$ cat config.mk
export PLATFORM = sky130hd
export DESIGN_NAME = obtc_drive_ctrl
export DESIGN_NICKNAME = d
export VERILOG_FILES = /design/src/rtl/obtc_pkg.sv /design/src/rtl/obtc_thermal.sv /design/src/rtl/obtc_drive_ctrl.sv
export SDC_FILE = /design/constraint.sdc
export NUM_CORES = 2
export LEC_CHECK = 0
export BUFFER_PORTS_ARGS = -buffer_cell sky130_fd_sc_hd__buf_2
export CAP_MARGIN = 30
export CORE_MARGIN = 1
export CORE_UTILIZATION = 64
export CTS_CLUSTER_SIZE = 40
export DETAILED_ROUTE_END_ITERATION = 7
export GPL_ROUTABILITY_DRIVEN = 0
export PLACE_DENSITY = 0.83
export SLEW_MARGIN = 20
export SYNTH_ARGS = -nofsm -noshare
export SYNTH_HDL_FRONTEND = slang
export SYNTH_HIERARCHICAL = 1
export SYNTH_SLANG_ARGS = --single-unit
$ cat constraint.sdc
create_clock -name ref_clk -period 28.7 [get_ports ref_clk]
set_input_delay 1.435 -clock ref_clk [delete_from_list [all_inputs] [get_ports ref_clk]]
set_output_delay 1.435 -clock ref_clk [all_outputs]
set_load 0.005 [all_outputs]
$ cat src/rtl/obtc_pkg.sv
package obtc_pkg;

   // Bus register byte offsets
   localparam logic [7:0] OFS_CTRL = 8'h00;
   localparam logic [7:0] OFS_CMD_FREQ = 8'h04;
   localparam logic [7:0] OFS_IN_FUNC0 = 8'h08;
   localparam logic [7:0] OFS_RELAY_ONE = 8'h1C;
   localparam logic [7:0] OFS_RELAY_TWO = 8'h20;
   localparam logic [7:0] OFS_SS_EN = 8'h24;
   localparam logic [7:0] OFS_SS_START = 8'h28;
   localparam logic [7:0] OFS_GAIN = 8'h2C;
   localparam logic [7:0] OFS_TH_ACTION = 8'h30;
   localparam logic [7:0] OFS_COOLING = 8'h34;
   localparam logic [7:0] OFS_ONE_MIN = 8'h38;
   localparam logic [7:0] OFS_CONT = 8'h3C;
   localparam logic [7:0] OFS_STATUS = 8'h40;
   localparam logic [7:0] OFS_OUT_FREQ = 8'h44;
   localparam logic [7:0] OFS_DISP = 8'h48;
   localparam logic [7:0] OFS_HEAT = 8'h4C;
   localparam logic [7:0] OFS_FAULT_CNT = 8'h50;

   // Function codes and legal ranges
   localparam logic [7:0] FN_BLOCK = 8'h21;
   localparam logic [7:0] FN_IN_MIN = 8'h01;
   localparam logic [7:0] FN_IN_MAX = 8'h34;
   localparam logic [7:0] FN_RUNNING = 8'h0E;
   localparam logic [7:0] FN_RLY_MIN = 8'h01;
   localparam logic [7:0] FN_RLY_MAX = 8'h2C;
   localparam logic [1:0] ACT_NONE = 2'h0;
   localparam logic [1:0] ACT_COAST = 2'h1;
   localparam logic [1:0] ACT_DECEL = 2'h2;
   localparam logic COOL_SELF = 1'b0;
   localparam logic COOL_FORCED = 1'b1;
   localparam logic [7:0] ONE_MIN_LO = 8'h78;
   localparam logic [7:0] ONE_MIN_HI = 8'hC8;
   localparam logic [7:0] CONT_LO = 8'h32;
   localparam logic [7:0] CONT_HI = 8'h96;
   localparam logic [15:0] GAIN_LO = 16'h000A;
   localparam logic [15:0] GAIN_HI = 16'hEA60;
   localparam logic [31:0] GAIN_SCALE = 32'h000003E8;

   // Values after reset
   localparam logic [7:0] RST_IN_FUNC = 8'h01;
   localparam logic [7:0] RST_RELAY = 8'h0E;
   localparam logic [15:0] RST_GAIN = 16'h03E8;
   localparam logic [1:0] RST_TH_ACTION = ACT_NONE;
   localparam logic RST_COOLING = COOL_SELF;
   localparam logic [7:0] RST_ONE_MIN = 8'h96;
   localparam logic [7:0] RST_CONT = 8'h78;
   localparam logic [15:0] RST_SS_START = 16'h0000;

   // Timing of the thermal estimator
   localparam longint CLK_PERIOD_NS = 50;
   localparam longint TICK_TIME_MS = 1000;
   localparam longint TICK_CYC = (TICK_TIME_MS * 1000000) / CLK_PERIOD_NS;
   localparam longint TRIP_WINDOW_S = 60;
   localparam longint TRIP_TICKS = (TRIP_WINDOW_S * 1000) / TICK_TIME_MS;

   // Drive sequencing states
   typedef enum logic [2:0] {
      ST_STOP = 3'b000,
      ST_RUN = 3'b001,
      ST_BLOCK = 3'b010,
      ST_DECEL = 3'b011,
      ST_TRIP_DEC = 3'b100,
      ST_TRIPPED = 3'b101
   } obtc_state_t;

   // Thermal estimator settings
   typedef struct packed {
      logic [1:0] action;
      logic cooling;
      logic [7:0] one_min;
      logic [7:0] cont;
   } obtc_therm_cfg_t;

endpackage : obtc_pkg

$ cat src/rtl/obtc_thermal.sv
`timescale 1ns/10ps
module obtc_thermal import obtc_pkg::*; #(
   parameter longint TICK_CYCLES = TICK_CYC,
   parameter longint TICKS_PER_MIN = TRIP_TICKS
) (
   input wire logic ref_clk,
   input wire logic rst_n,
   input wire obtc_therm_cfg_t cfg,
   input wire logic [7:0] cur_pct,
   input wire logic low_speed,
   input wire logic clear,
   output logic [31:0] heat_q,
   output logic trip_q
);

   logic [31:0] tick_cnt_q;
   logic tick;
   logic [7:0] cont_eff;
   logic [31:0] limit;
   logic [31:0] heat_d;

   // Shaft fan cools less at low speed, so derate
   assign cont_eff = (cfg.cooling == COOL_SELF && low_speed) ?
                     cfg.cont - (cfg.cont >> 2) : cfg.cont;
   assign tick = (tick_cnt_q == 32'(TICK_CYCLES - 1));
   assign limit = (cfg.one_min > cont_eff) ?
                  32'(cfg.one_min - cont_eff) * 32'(TICKS_PER_MIN) :
                  32'(TICKS_PER_MIN);
   // Heat integrates current above the continuous rating
   assign heat_d = (cur_pct > cont_eff) ? heat_q + 32'(cur_pct - cont_eff) :
                   (heat_q > 32'(cont_eff - cur_pct)) ?
                   heat_q - 32'(cont_eff - cur_pct) : 32'h00000000;

   // Tick timer
   always_ff @(posedge ref_clk) begin
      if (!rst_n || tick) tick_cnt_q <= 32'h00000000;
      else tick_cnt_q <= tick_cnt_q + 32'h00000001;
   end

   // Heat estimate and latched trip
   always_ff @(posedge ref_clk) begin
      if (!rst_n) begin
         heat_q <= 32'h00000000;
         trip_q <= 1'b0;
      end else begin
         if (tick) heat_q <= heat_d;
         // A new overheat wins over the clear from the stop state
         if (cfg.action != ACT_NONE && heat_q >= limit)
            trip_q <= 1'b1;
         else if (clear) trip_q <= 1'b0;
      end
   end

endmodule : obtc_thermal

$ cat src/rtl/obtc_drive_ctrl.sv
// How it works
// - An input whose function select is 33 (range 1-52) requests blocking.
// - With run on, the output frequency ramps up to the command frequency.
// - On release a speed search starts from the stored search setting.
// - After release the drive ramps to the command with no reset needed.
// - A relay set to code 14 (range 1-44) stays on while blocked.
// - While blocked the display shows the output-block indication.
// - Release clears the block by itself and logs no fault.
// - Displayed speed is measured rpm times the gain, default 100.0 %.
// - Motor heat is estimated from output current without a sensor.
// - Thermal action select takes 0 to 2, default 0 meaning none.
// - One-minute rating is 120 to 200 percent, default 150.
// - Continuous rating is 50 to 150 percent, default 120.
// - Cooling type exists and defaults to self-cooled.
// - Thermal trip action 1 coasts, action 2 decelerates to stop.
// - Cooling 0 is shaft fan weak at low speed, 1 is forced cooling.
`timescale 1ns/10ps
module obtc_drive_ctrl import obtc_pkg::*; #(
   parameter int unsigned N_IN = 5,
   parameter logic [15:0] LOW_SPEED = 16'h0100,
   parameter longint TICK_CYCLES = TICK_CYC,
   parameter longint TICKS_PER_MIN = TRIP_TICKS
) (
   input wire logic ref_clk,
   input wire logic rst_n,
   input wire logic hsel,
   input wire logic [31:0] haddr,
   input wire logic [1:0] htrans,
   input wire logic hwrite,
   input wire logic [2:0] hsize,
   input wire logic [31:0] hwdata,
   input wire logic hready,
   output logic hreadyout,
   output logic [31:0] hrdata,
   output logic hresp,
   input wire logic [N_IN-1:0] term_in,
   input wire logic [15:0] meas_rpm,
   input wire logic [7:0] out_cur_pct,
   output logic stage_en_q,
   output logic [15:0] out_freq_q,
   output logic [1:0] relay_q,
   output logic disp_block_q,
   output logic [15:0] disp_speed_q
);

   // Clamp step toward a target frequency
   function automatic logic [15:0] step_to(input logic [15:0] cur,
                                           input logic [15:0] tgt);
      if (cur < tgt) step_to = cur + 16'h0001;
      else if (cur > tgt) step_to = cur - 16'h0001;
      else step_to = cur;
   endfunction : step_to

   // Range check of a byte setting
   function automatic logic in_rng(input logic [7:0] v, input logic [7:0] lo,
                                   input logic [7:0] hi);
      in_rng = (v >= lo) && (v <= hi);
   endfunction : in_rng

   obtc_state_t state_q, state_d;
   logic run_q;
   logic ss_en_q;
   logic [15:0] cmd_freq_q, ss_start_q, gain_q;
   logic [7:0] in_func_q [N_IN];
   logic [7:0] relay_fn_q [2];
   obtc_therm_cfg_t th_q;
   logic [15:0] fault_cnt_q;
   logic [N_IN-1:0] s1_q, s2_q, s3_q, filt_q;
   logic [N_IN-1:0] fn_hit;
   logic blk_req;
   logic [31:0] heat;
   logic trip;
   logic [15:0] freq_d, ss_target;
   logic stage_d, running;
   logic [31:0] disp_prod, disp_div;
   logic wr_pend_q;
   logic [7:0] wr_addr_q;
   logic addr_ok;
   logic [7:0] a_ofs;
   logic [31:0] rd_mux;
   logic [7:0] wb;
   logic [2:0] in_idx;

   // Pin inputs pass three flops; a change counts when stages 2 and 3 agree
   always_ff @(posedge ref_clk) begin
      if (!rst_n) begin
         s1_q <= '0;
         s2_q <= '0;
         s3_q <= '0;
         filt_q <= '0;
      end else begin
         s1_q <= term_in;
         s2_q <= s1_q;
         s3_q <= s2_q;
         for (int i = 0; i < N_IN; i++)
            if (s2_q[i] == s3_q[i]) filt_q[i] <= s3_q[i];
      end
   end

   // Block request is a level from any input set to the block function
   generate
      for (genvar g = 0; g < N_IN; g++) begin : g_fn
         assign fn_hit[g] = filt_q[g] && (in_func_q[g] == FN_BLOCK);
      end
   endgenerate
   assign blk_req = |fn_hit;

   // Thermal estimator
   obtc_thermal #(
      .TICK_CYCLES(TICK_CYCLES),
      .TICKS_PER_MIN(TICKS_PER_MIN)
   ) u_thermal (
      .ref_clk(ref_clk),
      .rst_n(rst_n),
      .cfg(th_q),
      .cur_pct(out_cur_pct),
      .low_speed(out_freq_q < LOW_SPEED),
      .clear(state_q == ST_STOP),
      .heat_q(heat),
      .trip_q(trip)
   );

   // Search resumes from the stored setting, never above the command
   assign ss_target = (ss_start_q < cmd_freq_q) ? ss_start_q : cmd_freq_q;

   // Sequencer next state and frequency
   always_comb begin
      state_d = state_q;
      freq_d = out_freq_q;
      stage_d = stage_en_q;
      unique case (state_q)
         ST_STOP: begin
            freq_d = 16'h0000;
            stage_d = 1'b0;
            if (run_q && blk_req) state_d = ST_BLOCK;
            else if (run_q) begin
               state_d = ST_RUN;
               stage_d = 1'b1;
               if (ss_en_q) freq_d = ss_target;
            end
         end
         ST_RUN, ST_DECEL: begin
            if (trip && th_q.action == ACT_COAST) begin
               state_d = ST_TRIPPED;
               freq_d = 16'h0000;
               stage_d = 1'b0;
            end else if (trip && th_q.action == ACT_DECEL) begin
               state_d = ST_TRIP_DEC;
            end else if (blk_req) begin
               state_d = ST_BLOCK;
               freq_d = 16'h0000;
               stage_d = 1'b0;
            end else if (run_q) begin
               state_d = ST_RUN;
               freq_d = step_to(out_freq_q, cmd_freq_q);
            end else if (out_freq_q == 16'h0000) begin
               state_d = ST_STOP;
               stage_d = 1'b0;
            end else begin
               state_d = ST_DECEL;
               freq_d = step_to(out_freq_q, 16'h0000);
            end
         end
         ST_BLOCK: begin
            freq_d = 16'h0000;
            stage_d = 1'b0;
            if (!run_q) state_d = ST_STOP;
            else if (!blk_req) begin
               state_d = ST_RUN;
               freq_d = ss_target;
               stage_d = 1'b1;
            end
         end
         ST_TRIP_DEC: begin
            freq_d = step_to(out_freq_q, 16'h0000);
            if (out_freq_q == 16'h0000) begin
               state_d = ST_TRIPPED;
               stage_d = 1'b0;
            end
         end
         ST_TRIPPED: begin
            freq_d = 16'h0000;
            stage_d = 1'b0;
            if (!run_q) state_d = ST_STOP;
         end
         default: begin
            state_d = ST_STOP;
            freq_d = 16'h0000;
            stage_d = 1'b0;
         end
      endcase
   end

   // Running counts blocked time as operating
   assign running = (state_q == ST_RUN) || (state_q == ST_BLOCK) ||
                    (state_q == ST_DECEL) || (state_q == ST_TRIP_DEC);
   // Speed display scaling in tenths of a percent
   assign disp_prod = 32'(meas_rpm) * 32'(gain_q);
   assign disp_div = disp_prod / GAIN_SCALE;

   // Sequencer and output registers
   always_ff @(posedge ref_clk) begin
      if (!rst_n) begin
         state_q <= ST_STOP;
         out_freq_q <= 16'h0000;
         stage_en_q <= 1'b0;
         relay_q <= 2'b00;
         disp_block_q <= 1'b0;
         disp_speed_q <= 16'h0000;
         fault_cnt_q <= 16'h0000;
      end else begin
         state_q <= state_d;
         out_freq_q <= freq_d;
         stage_en_q <= stage_d;
         for (int r = 0; r < 2; r++)
            relay_q[r] <= running && (relay_fn_q[r] == FN_RUNNING);
         disp_block_q <= (state_d == ST_BLOCK);
         disp_speed_q <= (disp_div > 32'h0000FFFF) ? 16'hFFFF :
                         disp_div[15:0];
         if (trip && (state_q == ST_RUN || state_q == ST_DECEL) &&
             th_q.action != ACT_NONE)
            fault_cnt_q <= fault_cnt_q + 16'h0001;
      end
   end

   // Bus address decode
   assign a_ofs = haddr[7:0];
   assign addr_ok = hsel && htrans[1] && hready;
   assign wb = hwdata[7:0];
   assign in_idx = 3'((wr_addr_q - OFS_IN_FUNC0) >> 2);

   // Read data of the addressed register
   always_comb begin
      rd_mux = 32'h00000000;
      for (int i = 0; i < N_IN; i++)
         if (a_ofs == OFS_IN_FUNC0 + 8'(4 * i)) rd_mux = 32'(in_func_q[i]);
      unique case (a_ofs)
         OFS_CTRL: rd_mux = 32'(run_q);
         OFS_CMD_FREQ: rd_mux = 32'(cmd_freq_q);
         OFS_RELAY_ONE: rd_mux = 32'(relay_fn_q[0]);
         OFS_RELAY_TWO: rd_mux = 32'(relay_fn_q[1]);
         OFS_SS_EN: rd_mux = 32'(ss_en_q);
         OFS_SS_START: rd_mux = 32'(ss_start_q);
         OFS_GAIN: rd_mux = 32'(gain_q);
         OFS_TH_ACTION: rd_mux = 32'(th_q.action);
         OFS_COOLING: rd_mux = 32'(th_q.cooling);
         OFS_ONE_MIN: rd_mux = 32'(th_q.one_min);
         OFS_CONT: rd_mux = 32'(th_q.cont);
         OFS_STATUS: rd_mux = {24'h000000, trip, stage_en_q,
                               state_q == ST_BLOCK, blk_req, 1'b0, state_q};
         OFS_OUT_FREQ: rd_mux = 32'(out_freq_q);
         OFS_DISP: rd_mux = 32'(disp_speed_q);
         OFS_HEAT: rd_mux = heat;
         OFS_FAULT_CNT: rd_mux = 32'(fault_cnt_q);
         default: ;
      endcase
   end

   // Bus slave: zero wait, read data registered into the data phase
   always_ff @(posedge ref_clk) begin
      if (!rst_n) begin
         hreadyout <= 1'b1;
         hresp <= 1'b0;
         hrdata <= 32'h00000000;
         wr_pend_q <= 1'b0;
         wr_addr_q <= 8'h00;
      end else begin
         wr_pend_q <= addr_ok && hwrite;
         if (addr_ok) wr_addr_q <= a_ofs;
         if (addr_ok && !hwrite) hrdata <= rd_mux;
      end
   end

   // Settings; out-of-range writes leave the old value
   always_ff @(posedge ref_clk) begin
      if (!rst_n) begin
         run_q <= 1'b0;
         cmd_freq_q <= 16'h0000;
         ss_en_q <= 1'b0;
         ss_start_q <= RST_SS_START;
         gain_q <= RST_GAIN;
         for (int i = 0; i < N_IN; i++) in_func_q[i] <= RST_IN_FUNC;
         relay_fn_q[0] <= RST_RELAY;
         relay_fn_q[1] <= RST_RELAY;
         th_q <= {RST_TH_ACTION, RST_COOLING, RST_ONE_MIN, RST_CONT};
      end else if (wr_pend_q) begin
         unique case (wr_addr_q)
            OFS_CTRL: run_q <= hwdata[0];
            OFS_CMD_FREQ: cmd_freq_q <= hwdata[15:0];
            OFS_RELAY_ONE:
               if (in_rng(wb, FN_RLY_MIN, FN_RLY_MAX)) relay_fn_q[0] <= wb;
            OFS_RELAY_TWO:
               if (in_rng(wb, FN_RLY_MIN, FN_RLY_MAX)) relay_fn_q[1] <= wb;
            OFS_SS_EN: ss_en_q <= hwdata[0];
            OFS_SS_START: ss_start_q <= hwdata[15:0];
            OFS_GAIN:
               if (hwdata[15:0] >= GAIN_LO && hwdata[15:0] <= GAIN_HI)
                  gain_q <= hwdata[15:0];
            OFS_TH_ACTION: if (wb <= 8'h02) th_q.action <= wb[1:0];
            OFS_COOLING: th_q.cooling <= hwdata[0];
            OFS_ONE_MIN:
               if (in_rng(wb, ONE_MIN_LO, ONE_MIN_HI))
                  th_q.one_min <= wb;
            OFS_CONT:
               if (in_rng(wb, CONT_LO, CONT_HI)) th_q.cont <= wb;
            default:
               if (wr_addr_q >= OFS_IN_FUNC0 && wr_addr_q < OFS_RELAY_ONE &&
                   in_idx < 3'(N_IN) && in_rng(wb, FN_IN_MIN, FN_IN_MAX))
                  in_func_q[in_idx] <= wb;
         endcase
      end
   end
endmodule : obtc_drive_ctrl

; ---- Word level (Yosys, flattened, before mapping)
; Memories as Yosys holds them, arrays and structs flattened.
; Index checks and enable logic that the tools add are counted.
; Widths: inputs -> output; s select.
[totals]
register_bits = 250
ram_bits = 56
word_cells = 253
mem_count = 2
output_inout_bits = 70
in_bits = 103
[classes]
div = 1
addsub = 11
muxes = 71
reduce_logical = 54
eq_ne = 55
n_bitwise = 3
order_cmp = 24
mul = 2
[memory_table]
columns = memory, words, word_bits, read_ports, rd_ports_with_merged_regs, wr, line_no
row1 = in_func_q, 5, 8, 5, 0, 5, obtc_drive_ctrl.sv:64  ; logic [7:0] in_func_q [N_IN];
row2 = relay_fn_q, 2, 8, 2, 0, 2, obtc_drive_ctrl.sv:65  ; logic [7:0] relay_fn_q [2];
[op_table]
columns = operator, n
row1 = $pmux 32 s16, 1
row2 = $mux 16, 16
row3 = $mux 32, 7
row4 = $eq 8x6->1 const B, 21
row5 = $pmux 16 s4, 1
row6 = $eq 8x5->1 const B, 5
row7 = $eq 8x7->1 const B, 5
row8 = $mux 8, 5
row9 = $add 16x1->16 const B, 2
row10 = $add 32x1->32 const B, 1
row11 = $add 32x32->32, 1
row12 = $div 32x10->32 const B, 1
row13 = $eq 32x25->1 const B, 1
row14 = $eq 8x4->1 const B, 4
row15 = $ge 32x32->1, 1
row16 = $gt 32x16->1 const B, 1
row17 = $gt 32x32->1, 1
row18 = $lt 16x16->1, 2
row19 = $mul 16x16->32, 1
row20 = $mul 32x4->30 const B, 1
row21 = $sub 32x32->32, 1
row22 = $mux 1, 27
row23 = $mux 3, 9
row24 = $sub 8x8->9, 3
row25 = other kinds (48), 103

; ---- Logic depth before layout (Yosys ltp)
[logic_depth]
depth_word = 11
ltp_mapped = 83

; ---- Hierarchy
; Netlist, hierarchy kept.
[by_module_without_submodules]
columns = mod, area_each_um2, cells_per_inst, instances, seq_area_each_um2
row1 = obtc_drive_ctrl, 27968.1, 3427, 1, 5385.2
row2 = obtc_thermal, 8894.8, 1142, 1, 1301.2

; ---- Least setup slack after synthesis
; Ideal clock, no wire load.
[synth_path]
path_type = input-to-reg
startpoint = in meas_rpm[7]
endpoint = reg disp_speed_q[0]
path_stages = 73
t_required_ns = 28.599
setup_ns = 0.101
t_arrival_ns = 20.499
setup_slack_ns = 8.100
path_cell_list = clkbuf_1 nand2_1 fa_1 inv_1 fa_1 fa_1 fa_1 fa_1 inv_1 fa_1 inv_1 ha_1 buf_6 a211o_1 a21oi_1 o21ai_1 or4_4 nand4_2 [... 37 more ...] a211oi_4 mux2i_1 xnor2_2 o211ai_1 or3b_1 buf_2 a2111oi_2 mux2i_1 o211ai_1 a221o_1 clkinv_1 nor4_4 nor4_1 nor4_2 o31ai_1 a22oi_2 o31a_1 o41ai_1
[synth_via]
elab_chain_len = 4
[synth_lines]
columns = item, line_no
row1 = "start, declared", obtc_drive_ctrl.sv:37  ; input wire logic [15:0] meas_rpm,
row2 = $mul 16x16->32 (*), obtc_drive_ctrl.sv:198  ; assign disp_prod = 32'(meas_rpm) * 32'(gain_q);
row3 = $div 32x10->32 (*), obtc_drive_ctrl.sv:199  ; assign disp_div = disp_prod / GAIN_SCALE;
row4 = $gt 32x16->1, obtc_drive_ctrl.sv:218  ; disp_speed_q <= (disp_div > 32'h0000FFFF) ? 16'hFFFF :
row5 = $mux 16 (*), obtc_drive_ctrl.sv:218
row6 = "end signal, assigned", obtc_drive_ctrl.sv:218
row7 = "end, declared", obtc_drive_ctrl.sv:43  ; output logic [15:0] disp_speed_q
; Mark *: on every way between the ends. The rest lies on a longest branch, timed or not.
; A chain may end at the register's enable or synchronous reset.

; ---- Worst setup path in the final report
[layout_path]
startpoint = in meas_rpm[10]
endpoint = reg disp_speed_q[0]
; The elaborated chain is that of the path after synthesis.

==> impl_metrics.csv <==
group,metric,value,unit
status,status,"complete, no violations",
final_layout,num-nets-final,5143,
worst_setup_path,slowest_delay,0.95,ns
cts,clockBufferDepth,3,
synth,syn_area,36900,um^2
drt,vias_per_cell,6.62,
sta,drv_slew,0,
synth,synthFlopType,"dfxtp_1",
synth,yosysMostFrequentCell,"nand2_1",
place,portBuffers,126,
worst_setup_path,path_depth,68,
worst_setup_path,critPathBufInv,7,
sta,grt_setup_unrepaired,"false",
cts,clk_latency,0.58,ns
worst_setup_path,required,29.17,ns
global_routing,grt_overflow,0,
sta,setup_viol,0,
drt,wl,107000,um
floorplanning,initial_utilization,0.651,
sta,skew,0.0318,ns
global_routing,antenna_found_initial,5,
synth,synth_common_cells,"nand2_1 (482), inv_1 (331), nor2_1 (309), ha_1 (267), dfxtp_1 (250)",
worst_setup_path,critPathMaxFanout,16,
synth,async_flop_share,0,
synth,synthCells,4569,
place,post-place-ws,4.19,ns
worst_setup_path,endpoint_kind,"register",
sta,fin_tns_setup,0,ns
place,placed_cell_area,37800,um^2
synth,avgSynthCellArea,8.07,um^2
synth,ys_types,135,
cts,cts_tree,"built",
drt,drt-initial-drc-count,4040,
cts,path_clk_slew,0.06,ns
synth,ys_seq_elements,306,
cts,cts_setup_buffers,0,
sta,fin_crit,24.51,ns
final_layout,fill_cells,4567,
sta,slew_headroom,0.299,
worst_setup_path,cp_top_family,"compound AO/OA/AOI/OAI gates",
floorplanning,core-area,56600,um^2
floorplanning,num_rows,87,
drt,num_vias,35435,
floorplanning,die_w,242,um
synth,synth_seq_area_share,0.181,
drt,final_antenna_net_count,0,
floorplanning,num_io_pins,173,
worst_setup_path,cp.arrival,24.97,ns
sta,tightest_slew,1.05,ns
sta,max_freq,40.8,MHz
worst_setup_path,startpoint_type,"input pin",
cts,cts_buffers,36,
global_routing,grt_pass1_wl,174000,um
place,hpwlAfterDp,80900,um
cts,root_buffer,"clkbuf_16",
worst_setup_path,cp_common_cell,"fa_1",
synth,synth_edf_count,56,
global_routing,grt_pass1_vias,33501,
synth,synthTopCellsByArea,"dfxtp_1 (14%), fa_1 (11%), ha_1 (9.1%)",
sta,hold_violations,0,
min_path,hold_class,"register to register",
drt,wl_per_cell,20.0,um
cts,hold_buffers,0,
min_path,whs_path_depth,1,
worst_setup_path,reg2reg_depth,67,
drt,remaining_drc_errors,0,
sta,finalWorstSetupSlack,4.19,ns
cts,cts_resized,0,
sta,period_share,0.854,
synth,synth_top_cell_area_share,0.136,
floorplanning,dieArea,58600,um^2
synth,yosysTopAreaCell,"dfxtp_1",
final_layout,area_growth,5.94,%
floorplanning,die_y,242,um
global_routing,grt_use_total,0.360,
synth,yosys_warnings,6,
final_layout,drive_above_1_share,0.0830,
worst_setup_path,cp_slowest_cell,"o41ai_4",
final_layout,postLayoutCellArea,39100,um^2
drt,dr.pass1.iters,7,
cts,cts_max_level,2,
global_routing,grt_max_degree,162,
sta,whs,0.439,ns
job,maxCapViolations,0,
worst_setup_path,crit_type,"input pin to register",
cts,cts.sink_count,306,
-- path summary, 6_finish.rpt --
| kind | from | to | slack (ns) |
|---|---|---|---|
| worst max-delay path | meas_rpm[10] | disp_speed_q[0] | 4.19 |
| worst min-delay path | s1_q[2] | s2_q[2] | 0.44 |
| worst max register to register | gain_q[3] | disp_speed_q[0] | 4.52 |
| worst min register to register | s1_q[2] | s2_q[2] | 0.44 |
-- registers in the layout, indices dropped and copies added (netlist names), 2 cells and up --
name,cells
gain_q,16
cmd_freq_q,16
hrdata,32
u_thermal/tick_cnt_q,32
s1_q,5
s3_q,5
filt_q,5
wr_addr_q,8
in_func_q,40
disp_speed_q,16
s2_q,5
out_freq_q,16
u_thermal/heat_q,32
relay_q,2
relay_fn_q,16
ss_start_q,16
fault_cnt_q,16
th_q,19
state_q,3
-- cell type report --
cell class / count / area (um^2) / area share
Timing Repair Buffer: 164 / 937 / 0.0240
Multi-Input combinational cell: 3723 / 28000 / 0.718
Clock inverter: 21 / 204 / 0.00522
Antenna cell: 5 / 12.5 / 0.000320
Sequential cell: 306 / 6690 / 0.171
Clock buffer: 42 / 975 / 0.0250
Inverter: 332 / 1250 / 0.0319
Tap cell: 756 / 946 / 0.0242
-- worst register-to-register path: cells and delay by family, from the launching register on --
family,cells,cell delay [ns]
AO/OA/AOI/OAI,35,12.28
XOR/XNOR,1,0.72
adder cells (fa/ha/maj),7,3.60
buffers and inverters,6,0.43
flip-flops,1,0.80
multiplexers,4,1.92
AND/OR/NAND/NOR,14,4.34
-- cell families (layout without fill, tap and decap cells) --
group                    after synthesis  in the layout  synth area share
XOR/XNOR                             231            231            0.0569
other                                  2             21          0.000204
multiplexers                          99             99            0.0277
flip-flops                           306            306             0.181
adder cells (fa/ha/maj)              487            487             0.208
AND/OR/NAND/NOR                     1651           1651             0.228
buffers and inverters                554            559            0.0602
AO/OA/AOI/OAI                       1239           1239             0.238
-- cell usage in the layout (no fill, tap or decap), drive strengths merged, types with 98 or more instances in the layout --
cell   Yosys  layout
o21ai    241     241
nand3    137     137
nor2     314     314
ha       267     267
dfxtp    250     250
inv      331     337
nand2    484     484
and2     222     222
buf       48     161
nor3      98      98
a21oi    245     245
xnor2    144     144
fa       210     210
-- metal layers --
layer	wire, um	track usage	up-vias	part of all wire
met3	11800	0.0742	346	0.11
met4	4470	0.154	2	0.042
met1	43200	0.480	16682	0.40
met5	13	0	-	0.00012
li1	-	-	16414	-
met2	47600	0.565	1991	0.44
-- per-stage QoR --
| stage | instances | util |
|---|---|---|
| after CTS | 5337 | 0.689 |
| after floorplan | 4583 | - |
| final | 5349 | 0.690 |
| after global routing | 5348 | 0.690 |
| after global placement | 5263 | 0.666 |
| after detailed placement | 5274 | 0.668 |
Power is left out: the tool's default activity adds up to more than one toggle a clock period on the data nets, which glitch-free logic cannot reach.
